### src/logic/sim_uart_pkg.sv
package sim_uart_pkg;

  // Frame layout
  localparam int unsigned DATA_BITS      = 8;
  localparam int unsigned OVERSAMPLE     = 16;
  localparam logic [3:0]  OVS_LAST       = 4'hF;
  localparam logic [3:0]  OVS_MID        = 4'h7;
  localparam logic [3:0]  BIT_PARITY     = 4'h9;
  localparam logic [3:0]  BIT_STOP       = 4'hA;
  localparam logic [3:0]  BIT_OVR_CHECK  = 4'h9;

  // Count source selection codes
  localparam logic [1:0]  SRC_DIV1       = 2'h0;
  localparam logic [1:0]  SRC_DIV2       = 2'h1;
  localparam logic [1:0]  SRC_DIV8       = 2'h2;
  localparam logic [1:0]  SRC_DIV32      = 2'h3;
  localparam logic [4:0]  PRESCALE_RST   = 5'h00;
  localparam logic [7:0]  DIVISOR_RST    = 8'h00;
  localparam logic [2:0]  MODE_SMART     = 3'h5;

  // Configuration bits that travel together
  typedef struct packed {
    logic [2:0] serial_mode_field;
    logic       clock_source_internal_external_select;
    logic [1:0] count_source_select_field;
    logic [7:0] bit_rate_divisor_reg;
    logic       parity_odd_even_select;
    logic       data_order_select;
    logic       data_logic_inversion_bit;
    logic       error_signal_output_enable;
    logic       transmit_interrupt_cause_select;
  } uart_cfg_t;

  // Receive error flags
  typedef struct packed {
    logic overrun_error_flag;
    logic framing_error_flag;
    logic parity_error_flag;
    logic error_sum;
  } rx_err_t;

endpackage : sim_uart_pkg

### src/logic/sim_uart.sv
`timescale 1ns/100ps
`default_nettype none
// Notes on behaviour
// - Internal rate is source over 16(n+1)
// - Two-bit field picks div 1/2/8/32
// - External rate is pin over 16(n+1)
// - Transmit starts when enabled and data waiting
// - Receive starts when enabled and start seen
// - Transmit interrupt when shift register done
// - Receive interrupt on buffer load
// - Overrun on unread buffer, no interrupt
// - Framing error when stop bit missing
// - Error sum follows any error flag
// - Parity error pulls transmit line low
// - Buffer read clears parity error, releases line
// - Transmit interrupt after stop bit falling edge
// - Direct format: even, LSB first, true
// - Inverse format: odd, MSB first, inverted
// - Transmit pin is open drain
module sim_uart
  import sim_uart_pkg::*;
(
  input  wire logic       ref_clk,                      // 40 MHz clock
  input  wire logic       rst_b,                        // Async reset, active low
  input  wire uart_cfg_t  cfg,                          // Mode configuration
  input  wire logic       transmit_enable_bit,          // Transmit enable
  input  wire logic       receive_enable_bit,           // Receive enable
  input  wire logic       tx_write,                     // Write strobe to transmit buffer
  input  wire logic [7:0] tx_wdata,                     // Transmit data
  input  wire logic       rx_read,                      // Read strobe of receive buffer
  output logic [7:0]      receive_buffer_reg,           // Received data
  output rx_err_t         rx_err,                       // Error flags
  output logic            transmit_buffer_empty_flag,   // Transmit buffer empty
  output logic            shift_register_empty_flag,    // Shifter idle
  output logic            receive_complete_flag,        // Receive buffer full
  output logic            tx_irq,                       // Transmit interrupt pulse
  output logic            rx_irq,                       // Receive interrupt pulse
  input  wire logic       external_bit_clock_pin,       // External clock pin
  input  wire logic       serial_receive_pin,           // Receive pin
  input  wire logic       serial_transmit_pin_in,       // Transmit pin level
  output logic            serial_transmit_pin_out,      // Transmit pin drive value
  output logic            serial_transmit_pin_oe        // High while pulling low
);

  typedef enum logic [2:0] {TX_IDLE = 3'b001, TX_SHIFT = 3'b010, TX_DONE = 3'b100} tx_state_t;
  typedef enum logic [2:0] {RX_IDLE = 3'b001, RX_BITS = 3'b010, RX_ERRSIG = 3'b100} rx_state_t;

  // Pin synchronisers
  logic [1:0] rxd_sync_r;
  logic [1:0] eck_sync_r;
  logic       eck_prev_r;
  always_ff @(posedge ref_clk or negedge rst_b) begin
    if (!rst_b) begin
      rxd_sync_r <= 2'b11;
      eck_sync_r <= 2'b00;
      eck_prev_r <= 1'b0;
    end else begin
      rxd_sync_r <= {rxd_sync_r[0], serial_receive_pin};
      eck_sync_r <= {eck_sync_r[0], external_bit_clock_pin};
      eck_prev_r <= eck_sync_r[1];
    end
  end
  wire rxd = rxd_sync_r[1];
  wire eck_rise = eck_sync_r[1] & ~eck_prev_r;

  // Prescaler feeding the count source choice
  logic [4:0] pre_r;
  always_ff @(posedge ref_clk or negedge rst_b) begin
    if (!rst_b) pre_r <= PRESCALE_RST;
    else        pre_r <= pre_r + 5'h01;
  end
  logic int_tick;
  always_comb begin
    case (cfg.count_source_select_field)
      SRC_DIV1:  int_tick = 1'b1;
      SRC_DIV2:  int_tick = (pre_r[0] == 1'b1);
      SRC_DIV8:  int_tick = (pre_r[2:0] == 3'h7);
      SRC_DIV32: int_tick = (pre_r == 5'h1F);
      default:   int_tick = 1'b0;
    endcase
  end
  // External edge or internal source drives the divider
  wire src_tick = cfg.clock_source_internal_external_select ? eck_rise : int_tick;

  logic ovs_tick;
  baud_gen u_baud (
    .ref_clk  (ref_clk),
    .rst_b    (rst_b),
    .src_tick (src_tick),
    .divisor  (cfg.bit_rate_divisor_reg),
    .ovs_tick (ovs_tick)
  );

  // Format helpers: bit order and data inversion
  function automatic logic [7:0] fmt(input logic [7:0] d, input logic msb, input logic inv);
    logic [7:0] r;
    r = msb ? {<<{d}} : d;
    return inv ? ~r : r;
  endfunction
  wire even_par = cfg.parity_odd_even_select;

  // Transmit path
  tx_state_t  tx_st_r;
  logic [7:0] tx_buf_r;
  logic [9:0] tx_sh_r;
  logic [3:0] tx_ovs_r;
  logic [3:0] tx_bit_r;
  logic       tbe_r;
  logic       txd_r;
  wire  tx_start = (tx_st_r == TX_IDLE) && transmit_enable_bit && !tbe_r && ovs_tick;
  wire  tx_bit_end = ovs_tick && (tx_ovs_r == OVS_LAST);
  wire  [7:0] tx_bits = fmt(tx_buf_r, cfg.data_order_select, cfg.data_logic_inversion_bit);
  wire  tx_par = ^tx_bits ^ ~even_par;

  always_ff @(posedge ref_clk or negedge rst_b) begin
    if (!rst_b) begin
      tx_st_r <= TX_IDLE;
      tx_buf_r <= 8'h00;
      tx_sh_r <= 10'h3FF;
      tx_ovs_r <= 4'h0;
      tx_bit_r <= 4'h0;
      tbe_r <= 1'b1;
      txd_r <= 1'b1;
    end else begin
      if (tx_write) begin
        tx_buf_r <= tx_wdata;
        tbe_r <= 1'b0;
      end
      case (tx_st_r)
        TX_IDLE: begin
          if (tx_start) begin
            tx_sh_r <= {1'b1, tx_par, tx_bits};
            tbe_r <= tx_write ? 1'b0 : 1'b1;
            txd_r <= 1'b0;
            tx_ovs_r <= 4'h0;
            tx_bit_r <= 4'h0;
            tx_st_r <= TX_SHIFT;
          end
        end
        TX_SHIFT: begin
          if (ovs_tick) tx_ovs_r <= tx_ovs_r + 4'h1;
          if (tx_bit_end) begin
            tx_bit_r <= tx_bit_r + 4'h1;
            txd_r <= tx_sh_r[0];
            tx_sh_r <= {1'b1, tx_sh_r[9:1]};
            if (tx_bit_r == BIT_STOP) tx_st_r <= TX_DONE;
          end
        end
        TX_DONE: begin
          // Half a bit after the stop bit ends, the falling transfer edge
          if (ovs_tick) tx_ovs_r <= tx_ovs_r + 4'h1;
          if (ovs_tick && tx_ovs_r == OVS_MID) tx_st_r <= TX_IDLE;
        end
        default: tx_st_r <= TX_IDLE;
      endcase
    end
  end
  assign transmit_buffer_empty_flag = tbe_r;
  // Shifter is empty once the stop bit has gone, even while the interrupt waits
  assign shift_register_empty_flag  = (tx_st_r != TX_SHIFT);
  // Interrupt on shifter finish (or buffer empty when cause is buffer)
  assign tx_irq = cfg.transmit_interrupt_cause_select
                ? (tx_st_r == TX_DONE && ovs_tick && tx_ovs_r == OVS_MID)
                : tx_start;

  // Receive path
  rx_state_t  rx_st_r;
  logic [3:0] rx_ovs_r;
  logic [3:0] rx_bit_r;
  logic [8:0] rx_sh_r;
  logic [7:0] rbuf_r;
  logic       rfull_r;
  logic       oer_r, fer_r, per_r;
  logic       ovr_pend_r;
  logic       rx_irq_r;
  wire  rx_mid = ovs_tick && (rx_ovs_r == OVS_MID);
  wire  [7:0] rx_data = fmt(rx_sh_r[7:0], cfg.data_order_select, cfg.data_logic_inversion_bit);
  wire  rx_par_bad = (^rx_sh_r[8:0]) ^ ~even_par;
  wire  clr_per = rx_read;

  always_ff @(posedge ref_clk or negedge rst_b) begin
    if (!rst_b) begin
      rx_st_r <= RX_IDLE;
      rx_ovs_r <= 4'h0;
      rx_bit_r <= 4'h0;
      rx_sh_r <= 9'h000;
      rbuf_r <= 8'h00;
      rfull_r <= 1'b0;
      oer_r <= 1'b0;
      fer_r <= 1'b0;
      per_r <= 1'b0;
      ovr_pend_r <= 1'b0;
      rx_irq_r <= 1'b0;
    end else begin
      rx_irq_r <= 1'b0;
      if (rx_read) begin
        rfull_r <= 1'b0;
        oer_r <= 1'b0;
        fer_r <= 1'b0;
      end
      if (clr_per) per_r <= 1'b0;
      if (ovs_tick && rx_st_r != RX_IDLE) rx_ovs_r <= rx_ovs_r + 4'h1;
      case (rx_st_r)
        RX_IDLE: begin
          if (receive_enable_bit && !rxd && ovs_tick) begin
            rx_st_r <= RX_BITS;
            rx_ovs_r <= 4'h1;
            rx_bit_r <= 4'h0;
            ovr_pend_r <= 1'b0;
          end
        end
        RX_BITS: begin
          if (rx_mid) begin
            rx_bit_r <= rx_bit_r + 4'h1;
            if (rx_bit_r == 4'h0 && rxd) rx_st_r <= RX_IDLE; // Glitch, not a start
            else if (rx_bit_r != 4'h0 && rx_bit_r < BIT_STOP)
              rx_sh_r <= {rxd, rx_sh_r[8:1]};
            if (rx_bit_r == BIT_OVR_CHECK && rfull_r && !rx_read)
              ovr_pend_r <= 1'b1;
            if (rx_bit_r == BIT_STOP) begin
              if (ovr_pend_r) begin
                oer_r <= 1'b1;
              end else begin
                rbuf_r <= rx_data;
                rfull_r <= 1'b1;
                rx_irq_r <= 1'b1;
                if (rx_par_bad) per_r <= 1'b1;
              end
              fer_r <= ~rxd;
              rx_st_r <= (rx_par_bad && !ovr_pend_r && cfg.error_signal_output_enable)
                       ? RX_ERRSIG : RX_IDLE;
            end
          end
        end
        RX_ERRSIG: begin
          // Hold the line low until software reads the buffer
          if (clr_per || !per_r) rx_st_r <= RX_IDLE;
        end
        default: rx_st_r <= RX_IDLE;
      endcase
    end
  end

  assign receive_buffer_reg    = rbuf_r;
  assign receive_complete_flag = rfull_r;
  assign rx_irq                = rx_irq_r;
  assign rx_err.overrun_error_flag = oer_r;
  assign rx_err.framing_error_flag = fer_r;
  assign rx_err.parity_error_flag  = per_r;
  assign rx_err.error_sum          = oer_r | fer_r | per_r;

  // Open-drain pin: only ever pulls low, release on buffer read
  wire err_low = (rx_st_r == RX_ERRSIG) && !clr_per;
  assign serial_transmit_pin_out = 1'b0;
  assign serial_transmit_pin_oe  = ~txd_r | err_low;

endmodule : sim_uart
`default_nettype wire

### src/logic/baud_gen.sv
`timescale 1ns/100ps
`default_nettype none
module baud_gen
  import sim_uart_pkg::*;
(
  input  wire logic       ref_clk,   // System clock
  input  wire logic       rst_b,     // Async reset, active low
  input  wire logic       src_tick,  // Selected count source enable
  input  wire logic [7:0] divisor,   // Divisor setting n
  output logic            ovs_tick   // Pulse at 16x bit rate
);

  logic [7:0] cnt_r;
  wire        wrap = (cnt_r == 8'h00);

  // Reload on wrap gives division by n+1
  always_ff @(posedge ref_clk or negedge rst_b) begin
    if (!rst_b) begin
      cnt_r <= 8'h00;
    end else if (src_tick) begin
      cnt_r <= wrap ? divisor : cnt_r - 8'h01;
    end
  end

  assign ovs_tick = src_tick & wrap;

endmodule : baud_gen
`default_nettype wire

### config.mk
export PLATFORM = sky130hd
export DESIGN_NAME = sim_uart
export DESIGN_NICKNAME = d
export VERILOG_FILES = /design/src/logic/sim_uart_pkg.sv /design/src/logic/sim_uart.sv /design/src/logic/baud_gen.sv
export SDC_FILE = /design/constraint.sdc
export NUM_CORES = 1
export LEC_CHECK = 0
export ABC_CLOCK_PERIOD_IN_PS = 8900
export BUFFER_PORTS_ARGS = -buffer_cell sky130_fd_sc_hd__buf_2
export CAP_MARGIN = 0
export CORE_MARGIN = 4
export CORE_UTILIZATION = 46
export CTS_BUF_LIST = sky130_fd_sc_hd__clkbuf_4 sky130_fd_sc_hd__clkbuf_8
export CTS_CLUSTER_DIAMETER = 80
export DETAILED_ROUTE_END_ITERATION = 10
export PLACE_DENSITY_LB_ADDON = 0.15
export SYNTH_ARGS = -nofsm -noshare
export SYNTH_HDL_FRONTEND = slang
export SYNTH_HIERARCHICAL = 1
export SYNTH_SLANG_ARGS = --single-unit
### constraint.sdc
create_clock -name ref_clk -period 8.9 [get_ports ref_clk]
set_clock_uncertainty 0.05 [all_clocks]
set_input_delay 0.445 -clock ref_clk [delete_from_list [all_inputs] [get_ports ref_clk]]
set_output_delay 0.445 -clock ref_clk [all_outputs]
set_load 0.05 [all_outputs]
==> impl_metrics.tcl, run 1 <==
set metrics [dict create \
    status "completed" \
    final_cell_mix "dfrtp_1 (67), buf_2 (48), xnor2_1 (30)" \
    ant_nets 0 \
    area_growth_pct 11.0 \
    die_y_um 106 \
    ir_drop_mv 0.0723 \
    detailed_place_hpwl_um 5600 \
    grt_max_degree 83 \
    endpoint_kind "primary output" \
    p_per_area_mw_per_mm2 170 \
    num_vias 2906 \
    wire_per_inst_um 14.3 \
    hold_violations 0 \
    synth_edf_count 0 \
    grt.overflow.total 0 \
    top_regs "rx_sh_r: 9 flops, tx_sh_r: 9 flops" \
    viasPerCell 5.19 \
    cts_setup_buffers 0 \
    fin_cells 560 \
    period_minus_slack_ns 4.41 \
    sequential_cell_area_mm2 0.00207 \
    cp-start-kind "flip-flop" \
    max_slew_margin_pct 31.0 \
    clkSinkCount 82 \
    grt.busiest_layer "met2" \
    drc 0 \
    layout_commonest_cell "dfrtp_1" \
    synth.area.top_cells "dfrtp_1 (38%), dfstp_2 (8.8%), xnor2_1 (5.9%)" \
    drv_cap 0 \
    clk_pin_slew_ns 0.08 \
    tns_ns 0 \
    antenna_found_initial 0 \
    grt_pass1_vias 2925 \
    grtUsageMet2_pct 23.7 \
    synth_ff_type "dfrtp_1" \
    multi_input_area_mm2 0.00220 \
    dp.cells 544 \
    cts_root_buf "clkbuf_8" \
    fp.dieW_um 106 \
    die_area_mm2 0.0113 \
    synth_top_area_share_pct 37.6 \
    power.total_mw 0.840 \
    place_congestion 0.750 \
    syn_inst 387 \
    layout-drive-gt1-share_pct 29.7 \
    antenna_cells 0 \
    clock_tree.buffer_depth 2 \
    finalInstanceArea_mm2 0.00495 \
    power.leakage_nw 2.29 \
    crit_type "flip-flop to primary output" \
    synth_area_mm2 0.00446 \
    htree_levels 3 \
    critPathRequiredTime_ns 8.41 \
    start_util_pct 47.8 \
    final_max_slew_viol_count 0 \
    cts_tree "built" \
    synth-async-reset-ratio_pct 100 \
    grtUsageMet3_pct 3.76 \
    hold_path.class "input port to flip-flop" \
    syn_avg_cell_area_um2 11.5 \
    rsz0062_at_grt "false" \
    worst_pin_slew_ns 1.03 \
    period_share_pct 49.6 \
    numCtsBuffers 9 \
    setup_viol 0 \
    crit_path_max_fanout 12 \
    ios 55 \
    synth_nets 436 \
    dpl_cell_area_mm2 0.00474 \
    core_area_mm2 0.00933 \
    grtUsageMet1_pct 20.7 \
    grtUsageTotal_pct 15.1 \
    postCtsHoldBufs 0 \
    grt_pass1_wl_um 13900 \
    synth.distinct_cells 71 \
    clkLatencyLatePin_ns 0.35 \
    max_freq_ghz 0.227 \
    drtIter0Drc 114 \
    cp.arrival_ns 3.92 \
    ctsResizeCount 0 \
    seq_area_frac_synth_pct 46.4 \
    yosysWarningCount 6 \
    io_buffers 49 \
    rows 35 \
    synth_top_area_cell "dfrtp_1" \
    fin_nets 475 \
    fillers 853 \
    synth-seq-cells 82 \
    wl_um 8000 \
    firstDrtPassIters 4 \
]
==> final timing paths <==
path / slack (ns) / cells past startpoint / endpoint / startpoint
min: 0.14 / 1 / rxd_sync_r[0] / serial_receive_pin
max reg2reg: 4.77 / 12 / tx_sh_r[7] / pre_r[0]
max in group asynchronous: 7.91 / 1 / tx_buf_r[0] / rst_b
min in group asynchronous: 0.22 / 1 / u_baud/cnt_r[1] / rst_b
min reg2reg: 0.30 / 0 / eck_sync_r[1] / eck_sync_r[0]
max: 4.49 / 12 / tx_irq / pre_r[0]
==> Yosys cell counts, types with 8 or more instances <==
cell type  instances
mux2_2            23
ha_1              13
o21ai_0           19
dfstp_2           15
xnor2_1           30
mux2i_1           26
nor2_1            15
dfrtp_1           67
clkbuf_1           8
nand3_1            9
nand2_1           14
inv_1             15
==> layout make-up <==
cell class	count	share of cell area (%)
repair buffers	49	5.01
clock inverters	2	0.708
flip-flops and latches	82	41.8
multi-input cells	269	44.5
clock buffers	14	3.51
well taps	129	3.26
inverters	15	1.14
==> routing by layer <==
metal  part of all wire [%]  routed length [µm]  vias up
met5                      0                   0        -
met4                    1.2                  95        0
met3                    4.1                 327       10
met2                     46                3680       49
met1                     49                3900     1393
li1                       -                   -     1454
==> cells by family (layout without fill, tap and decap cells) <==
family | count (synthesis) | after routing | share of synthesized area [%]
simple gates | 93 | 93 | 13.1
flops | 82 | 82 | 46.4
other cells | 1 | 1 | 0.0841
buf+inv | 36 | 80 | 4.12
mux | 56 | 56 | 14.0
xor+xnor | 38 | 38 | 8.08
fa+ha+maj | 13 | 13 | 3.65
compound gates | 68 | 68 | 10.5
==> through the flow <==
| step | worst slack [ns] | hold WS (ns) | utilization, % |
|---|---|---|---|
| floorplan | 5.01 | 0.0994 | - |
| global placement | 4.87 | 0.288 | 50.8 |
| detailed placement | 4.76 | 0.286 | 50.8 |
| CTS | 4.43 | 0.117 | 53.1 |
| global route | 4.12 | 0.117 | 53.1 |
| finish | 4.49 | 0.139 | 53.1 |
==> power breakdown <==
part           switching [mW]  leakage, nW  internal [mW]
clock network           0.130        0.111          0.154
registers              0.0329         1.02          0.398
logic                  0.0604         1.15         0.0647
==> critical path, cell delays in order, from the launching register on <==
cell      delay (ns)
dfrtp_1         0.39
ha_1            0.18
and3_1          0.16
ha_1            0.15
mux2i_1         0.07
a221o_1         0.35
nand2_1         0.24
nor4b_2         0.51
and2_1          0.47
nand4b_1        0.26
or3_1           0.36
a21oi_1         0.15
buf_2           0.28
Power figures use the tool's default switching activity.
==> inputs of run 2 (changes only) <==
--- a/config.mk
+++ b/config.mk
@@ -5,7 +5,7 @@
 export SDC_FILE = /design/constraint.sdc
 export NUM_CORES = 1
 export LEC_CHECK = 0
-export ABC_CLOCK_PERIOD_IN_PS = 8900
+export ABC_CLOCK_PERIOD_IN_PS = 4610
 export BUFFER_PORTS_ARGS = -buffer_cell sky130_fd_sc_hd__buf_2
 export CAP_MARGIN = 0
 export CORE_MARGIN = 4
==> constraint.sdc (replaced) <==
create_clock -name ref_clk -period 4.61 [get_ports ref_clk]
set_clock_uncertainty 0.05 [all_clocks]
set_input_delay 0.2305 -clock ref_clk [delete_from_list [all_inputs] [get_ports ref_clk]]
set_output_delay 0.2305 -clock ref_clk [all_outputs]
set_load 0.05 [all_outputs]
==> impl_metrics.tcl, run 2 (synthesis gave the netlist of run 1 again) <==
set metrics [dict create \
    cp.arrival_ns 3.84 \
    period_share_pct 89.4 \
    power.leakage_nw 2.31 \
    clkLatencyLatePin_ns 0.35 \
    clock_tree.buffer_depth 2 \
    crit_path_max_fanout 12 \
    firstDrtPassIters 4 \
    final_cell_mix "dfrtp_1 (67), buf_2 (48), xnor2_1 (30)" \
    top_regs "rx_sh_r: 9 flops, tx_sh_r: 9 flops" \
    setup_viol 0 \
    grt_pass1_wl_um 14500 \
    max_freq_ghz 0.243 \
    antenna_found_initial 0 \
    wire_per_inst_um 14.6 \
    ant_nets 0 \
    start_util_pct 47.8 \
    die_area_mm2 0.0113 \
    violations "hold timing" \
    drc 0 \
    grt_max_degree 83 \
    die_y_um 106 \
    place_congestion 0.741 \
    rows 35 \
    clk_pin_slew_ns 0.09 \
    core_area_mm2 0.00933 \
    ctsResizeCount 0 \
    grt_pass1_vias 3021 \
    rsz0062_at_grt "false" \
    drtIter0Drc 65 \
    holdWs_ns -0.0226 \
    numCtsBuffers 9 \
    layout-drive-gt1-share_pct 29.7 \
    p_per_area_mw_per_mm2 340 \
    htree_levels 3 \
    endpoint_kind "primary output" \
    fin_nets 478 \
    clkSinkCount 82 \
    crit_type "flip-flop to primary output" \
    postLayoutSetupSlackWorst_ns 0.491 \
    tns_ns 0 \
    cts_root_buf "clkbuf_8" \
    antenna_cells 0 \
    ios 55 \
    num_vias 2937 \
    period_minus_slack_ns 4.12 \
    final_max_slew_viol_count 0 \
    wl_um 8220 \
    cp-start-kind "flip-flop" \
    io_buffers 49 \
    pre_cts_ws_ns 0.644 \
    worst_pin_slew_ns 1.02 \
    critPathRequiredTime_ns 4.33 \
    grt.overflow.total 0 \
    layout_commonest_cell "dfrtp_1" \
    hold_violations 5 \
    hold_path.class "input port to async pin" \
    viasPerCell 5.22 \
    drv_cap 0 \
    cts_tree "built" \
    status "complete, but fails checks" \
    ir_drop_mv 0.163 \
    area_growth_pct 12.2 \
    max_slew_margin_pct 31.7 \
    fp.dieW_um 106 \
    grtUsageTotal_pct 15.8 \
    detailed_place_hpwl_um 5760 \
]
## run 2: repair_timing
item	in CTS	in global routing
endpoints found under the hold margin	2	0
hold buffers	2	0
buffers inserted	0	0
## run 2: stage by stage
| step | hold slack (ns) | util, % | instances | area [µm²] | power [mW] |
|---|---|---|---|---|---|
| 3_5_place_dp | 0.287 | 50.9 | 545 | 4750 | 1.09 |
| 3_3_place_gp | 0.282 | 50.9 | 545 | 4750 | 1.08 |
| 2_1_floorplan | -0.115 | - | 387 | 4460 | 1.02 |
| 4_1_cts | 0.0468 | 53.7 | 563 | 5000 | 1.72 |
| 6_report | -0.0226 | 53.7 | 563 | 5000 | 1.70 |
| 5_1_grt | 0.0575 | 53.7 | 563 | 5000 | 1.79 |
## run 2: critical path: stages, from the launching register on
cell and delay [ns]:
dfrtp_1 0.39, ha_1 0.18, and3_1 0.15, ha_1 0.13, mux2i_1 0.07, a221o_1 0.34
nand2_1 0.23, nor4b_2 0.49, and2_1 0.47, nand4b_1 0.24, or3_1 0.36, a21oi_1 0.16
buf_2 0.28
## run 2: final timing paths
kind                               startpoint         endpoint  slack (ns)  cells past startpoint
worst max-delay path                 pre_r[0]           tx_irq        0.49                     12
max in group asynchronous               rst_b       rx_sh_r[4]        3.85                      1
worst min-delay path                    rst_b  u_baud/cnt_r[1]       -0.02                      1
min in group ref_clk              tx_wdata[1]      tx_buf_r[1]        0.06                      2
worst max register to register       pre_r[0]       tx_sh_r[6]        0.62                     12
worst min register to register  eck_sync_r[0]    eck_sync_r[1]        0.31                      0
## run 2: power by group
| part | leakage [nW] | internal [mW] | total (mW) | switching (mW) |
|---|---|---|---|---|
| clock | 0.123 | 0.363 | 0.626 | 0.263 |
| combinational | 1.17 | 0.127 | 0.244 | 0.117 |
| sequential | 1.02 | 0.768 | 0.830 | 0.0625 |
## run 2: per-layer routing
metal / wire (µm) / up-vias / global-route usage (%)
li1: - / 1470 / -
met1: 3890 / 1423 / 21.4
met2: 3900 / 35 / 25.3
met3: 290 / 9 / 3.04
met4: 144 / 0 / 6.03
met5: 0 / - / 0
## run 2: final cells by class
class,instances,area [µm²]
Sequential cell,82,2070
Tap cell,129,161
Multi-Input combinational cell,269,2200
Inverter,15,56.3
Clock inverter,6,105
Fill cell,853,4320
Clock buffer,10,131
Timing Repair Buffer,52,275
==> inputs of run 3 (changes only) <==
--- a/config.mk
+++ b/config.mk
@@ -6,7 +6,7 @@
 export NUM_CORES = 1
 export LEC_CHECK = 0
 export ABC_CLOCK_PERIOD_IN_PS = 4610
-export BUFFER_PORTS_ARGS = -buffer_cell sky130_fd_sc_hd__buf_2
+export BUFFER_PORTS_ARGS = -buffer_cell sky130_fd_sc_hd__buf_4
 export CAP_MARGIN = 0
 export CORE_MARGIN = 4
 export CORE_UTILIZATION = 46
==> impl_metrics.tcl, run 3 (synthesis gave the netlist of run 1 again) <==
set metrics [dict create \
    status "complete, but fails checks" \
    violations "hold timing" \
    fin_nets 478 \
    layout_commonest_cell "dfrtp_1" \
    firstDrtPassIters 4 \
    period_minus_slack_ns 4.11 \
    viasPerCell 5.24 \
    final_max_slew_viol_count 0 \
    area_growth_pct 13.9 \
    r2r_start "pre_r[0]" \
    wire_per_inst_um 14.3 \
    antenna_cells 0 \
    max_slew_margin_pct 32.8 \
    pre_cts_ws_ns 0.593 \
    endpoint_kind "primary output" \
    rrSetupSlack_ns 0.56 \
    clock_tree.buffer_depth 2 \
    ctsResizeCount 0 \
    drtIter0Drc 99 \
    drv_cap 0 \
    hold_violations 5 \
    period_share_pct 89.1 \
    finalInstanceArea_mm2 0.00508 \
    holdWs_ns -0.0158 \
    power.total_mw 1.59 \
    final_core_util_pct 54.4 \
    ios 55 \
    io_buffers 49 \
    cp-start-kind "flip-flop" \
    clkSinkCount 82 \
    tns_ns 0 \
    detailed_place_hpwl_um 5670 \
    wl_um 8050 \
    dp.cells 545 \
    grt_max_degree 83 \
    cp.arrival_ns 3.83 \
    top_regs "rx_sh_r: 9 flops, tx_sh_r: 9 flops" \
    critPathRequiredTime_ns 4.33 \
    ir_drop_mv 0.137 \
    num_vias 2949 \
    setup_viol 0 \
    postLayoutSetupSlackWorst_ns 0.502 \
    hold_path.class "input port to async pin" \
    htree_levels 3 \
    r2r_cells 12 \
    final_cell_mix "dfrtp_1 (67), buf_4 (50), xnor2_1 (30)" \
    die_area_mm2 0.0113 \
    p_per_area_mw_per_mm2 313 \
    crit_type "flip-flop to primary output" \
    fp.dieW_um 106 \
    worst_pin_slew_ns 1.01 \
    ant_nets 0 \
    clk_pin_slew_ns 0.09 \
    grt_pass1_vias 2988 \
    fin_cells 563 \
    grtUsageTotal_pct 15.3 \
    rows 35 \
    start_util_pct 47.8 \
    power.leakage_nw 2.32 \
    crit_path_max_fanout 12 \
    cts_tree "built" \
    layout-drive-gt1-share_pct 29.7 \
    max_freq_ghz 0.243 \
    core_area_mm2 0.00933 \
    die_y_um 106 \
    r2r-end "tx_sh_r[7]" \
    grt.overflow.total 0 \
    antenna_found_initial 0 \
    clkLatencyLatePin_ns 0.35 \
    cts_root_buf "clkbuf_8" \
    place_congestion 0.747 \
    rsz0062_at_grt "false" \
    drc 0 \
    dpl_cell_area_mm2 0.00487 \
    grt_pass1_wl_um 14200 \
    numCtsBuffers 9 \
]
-- run 3: cell types whose count changed in the layout (fill, tap and decap cells not counted) --
cell        change
buf_4          +48
bufinv_16       -2
buf_2          -48
clkinvlp_4      +1
clkinv_2        +1
-- run 3: where the power goes --
group | switching, mW | internal [mW] | leakage, nW
clock network | 0.259 | 0.253 | 0.0992
logic | 0.115 | 0.134 | 1.19
registers | 0.0624 | 0.768 | 1.02
total | 0.437 | 1.15 | 2.32
-- run 3: worst max-delay path by stage --
stage	start	to	slack [ns]	cells past startpoint
floorplan	pre_r[0]	tx_irq	0.94	13
global placement	pre_r[0]	tx_sh_r[7]	0.66	12
detailed placement	pre_r[0]	tx_sh_r[6]	0.59	12
CTS	pre_r[0]	tx_irq	0.46	12
global route	pre_r[0]	tx_sh_r[7]	0.17	12
finish	pre_r[0]	tx_irq	0.50	12
-- run 3: what timing repair did --
action                    CTS  global route
hold buffers                2             0
setup buffers               0             0
hold endpoints to repair    2             0
-- run 3: final cells by class --
type	count	area (µm²)
sequential	82	2070
timing repair buffer	52	395
clock buffer	10	131
inverter	15	56.3
clock inverter	6	57.6
multi-input combinational	269	2200
tap	129	161
fill	821	4250
-- run 3: per-layer routing --
layer	part of all wire (%)	up-vias	track usage [%]	wire length, µm
met2	47	35	24.5	3820
met1	48	1438	20.9	3870
met3	2.8	10	2.73	226
li1	-	1466	-	-
met5	0	-	0	0
met4	1.6	0	5.75	127
-- run 3: critical path, cell delays in order, from the launching register on --
cell,delay [ns]
dfrtp_1,0.40
ha_1,0.18
and3_1,0.15
ha_1,0.15
mux2i_1,0.07
a221o_1,0.34
nand2_1,0.23
nor4b_2,0.51
and2_1,0.46
nand4b_1,0.26
or3_1,0.36
a21oi_1,0.16
buf_4,0.22
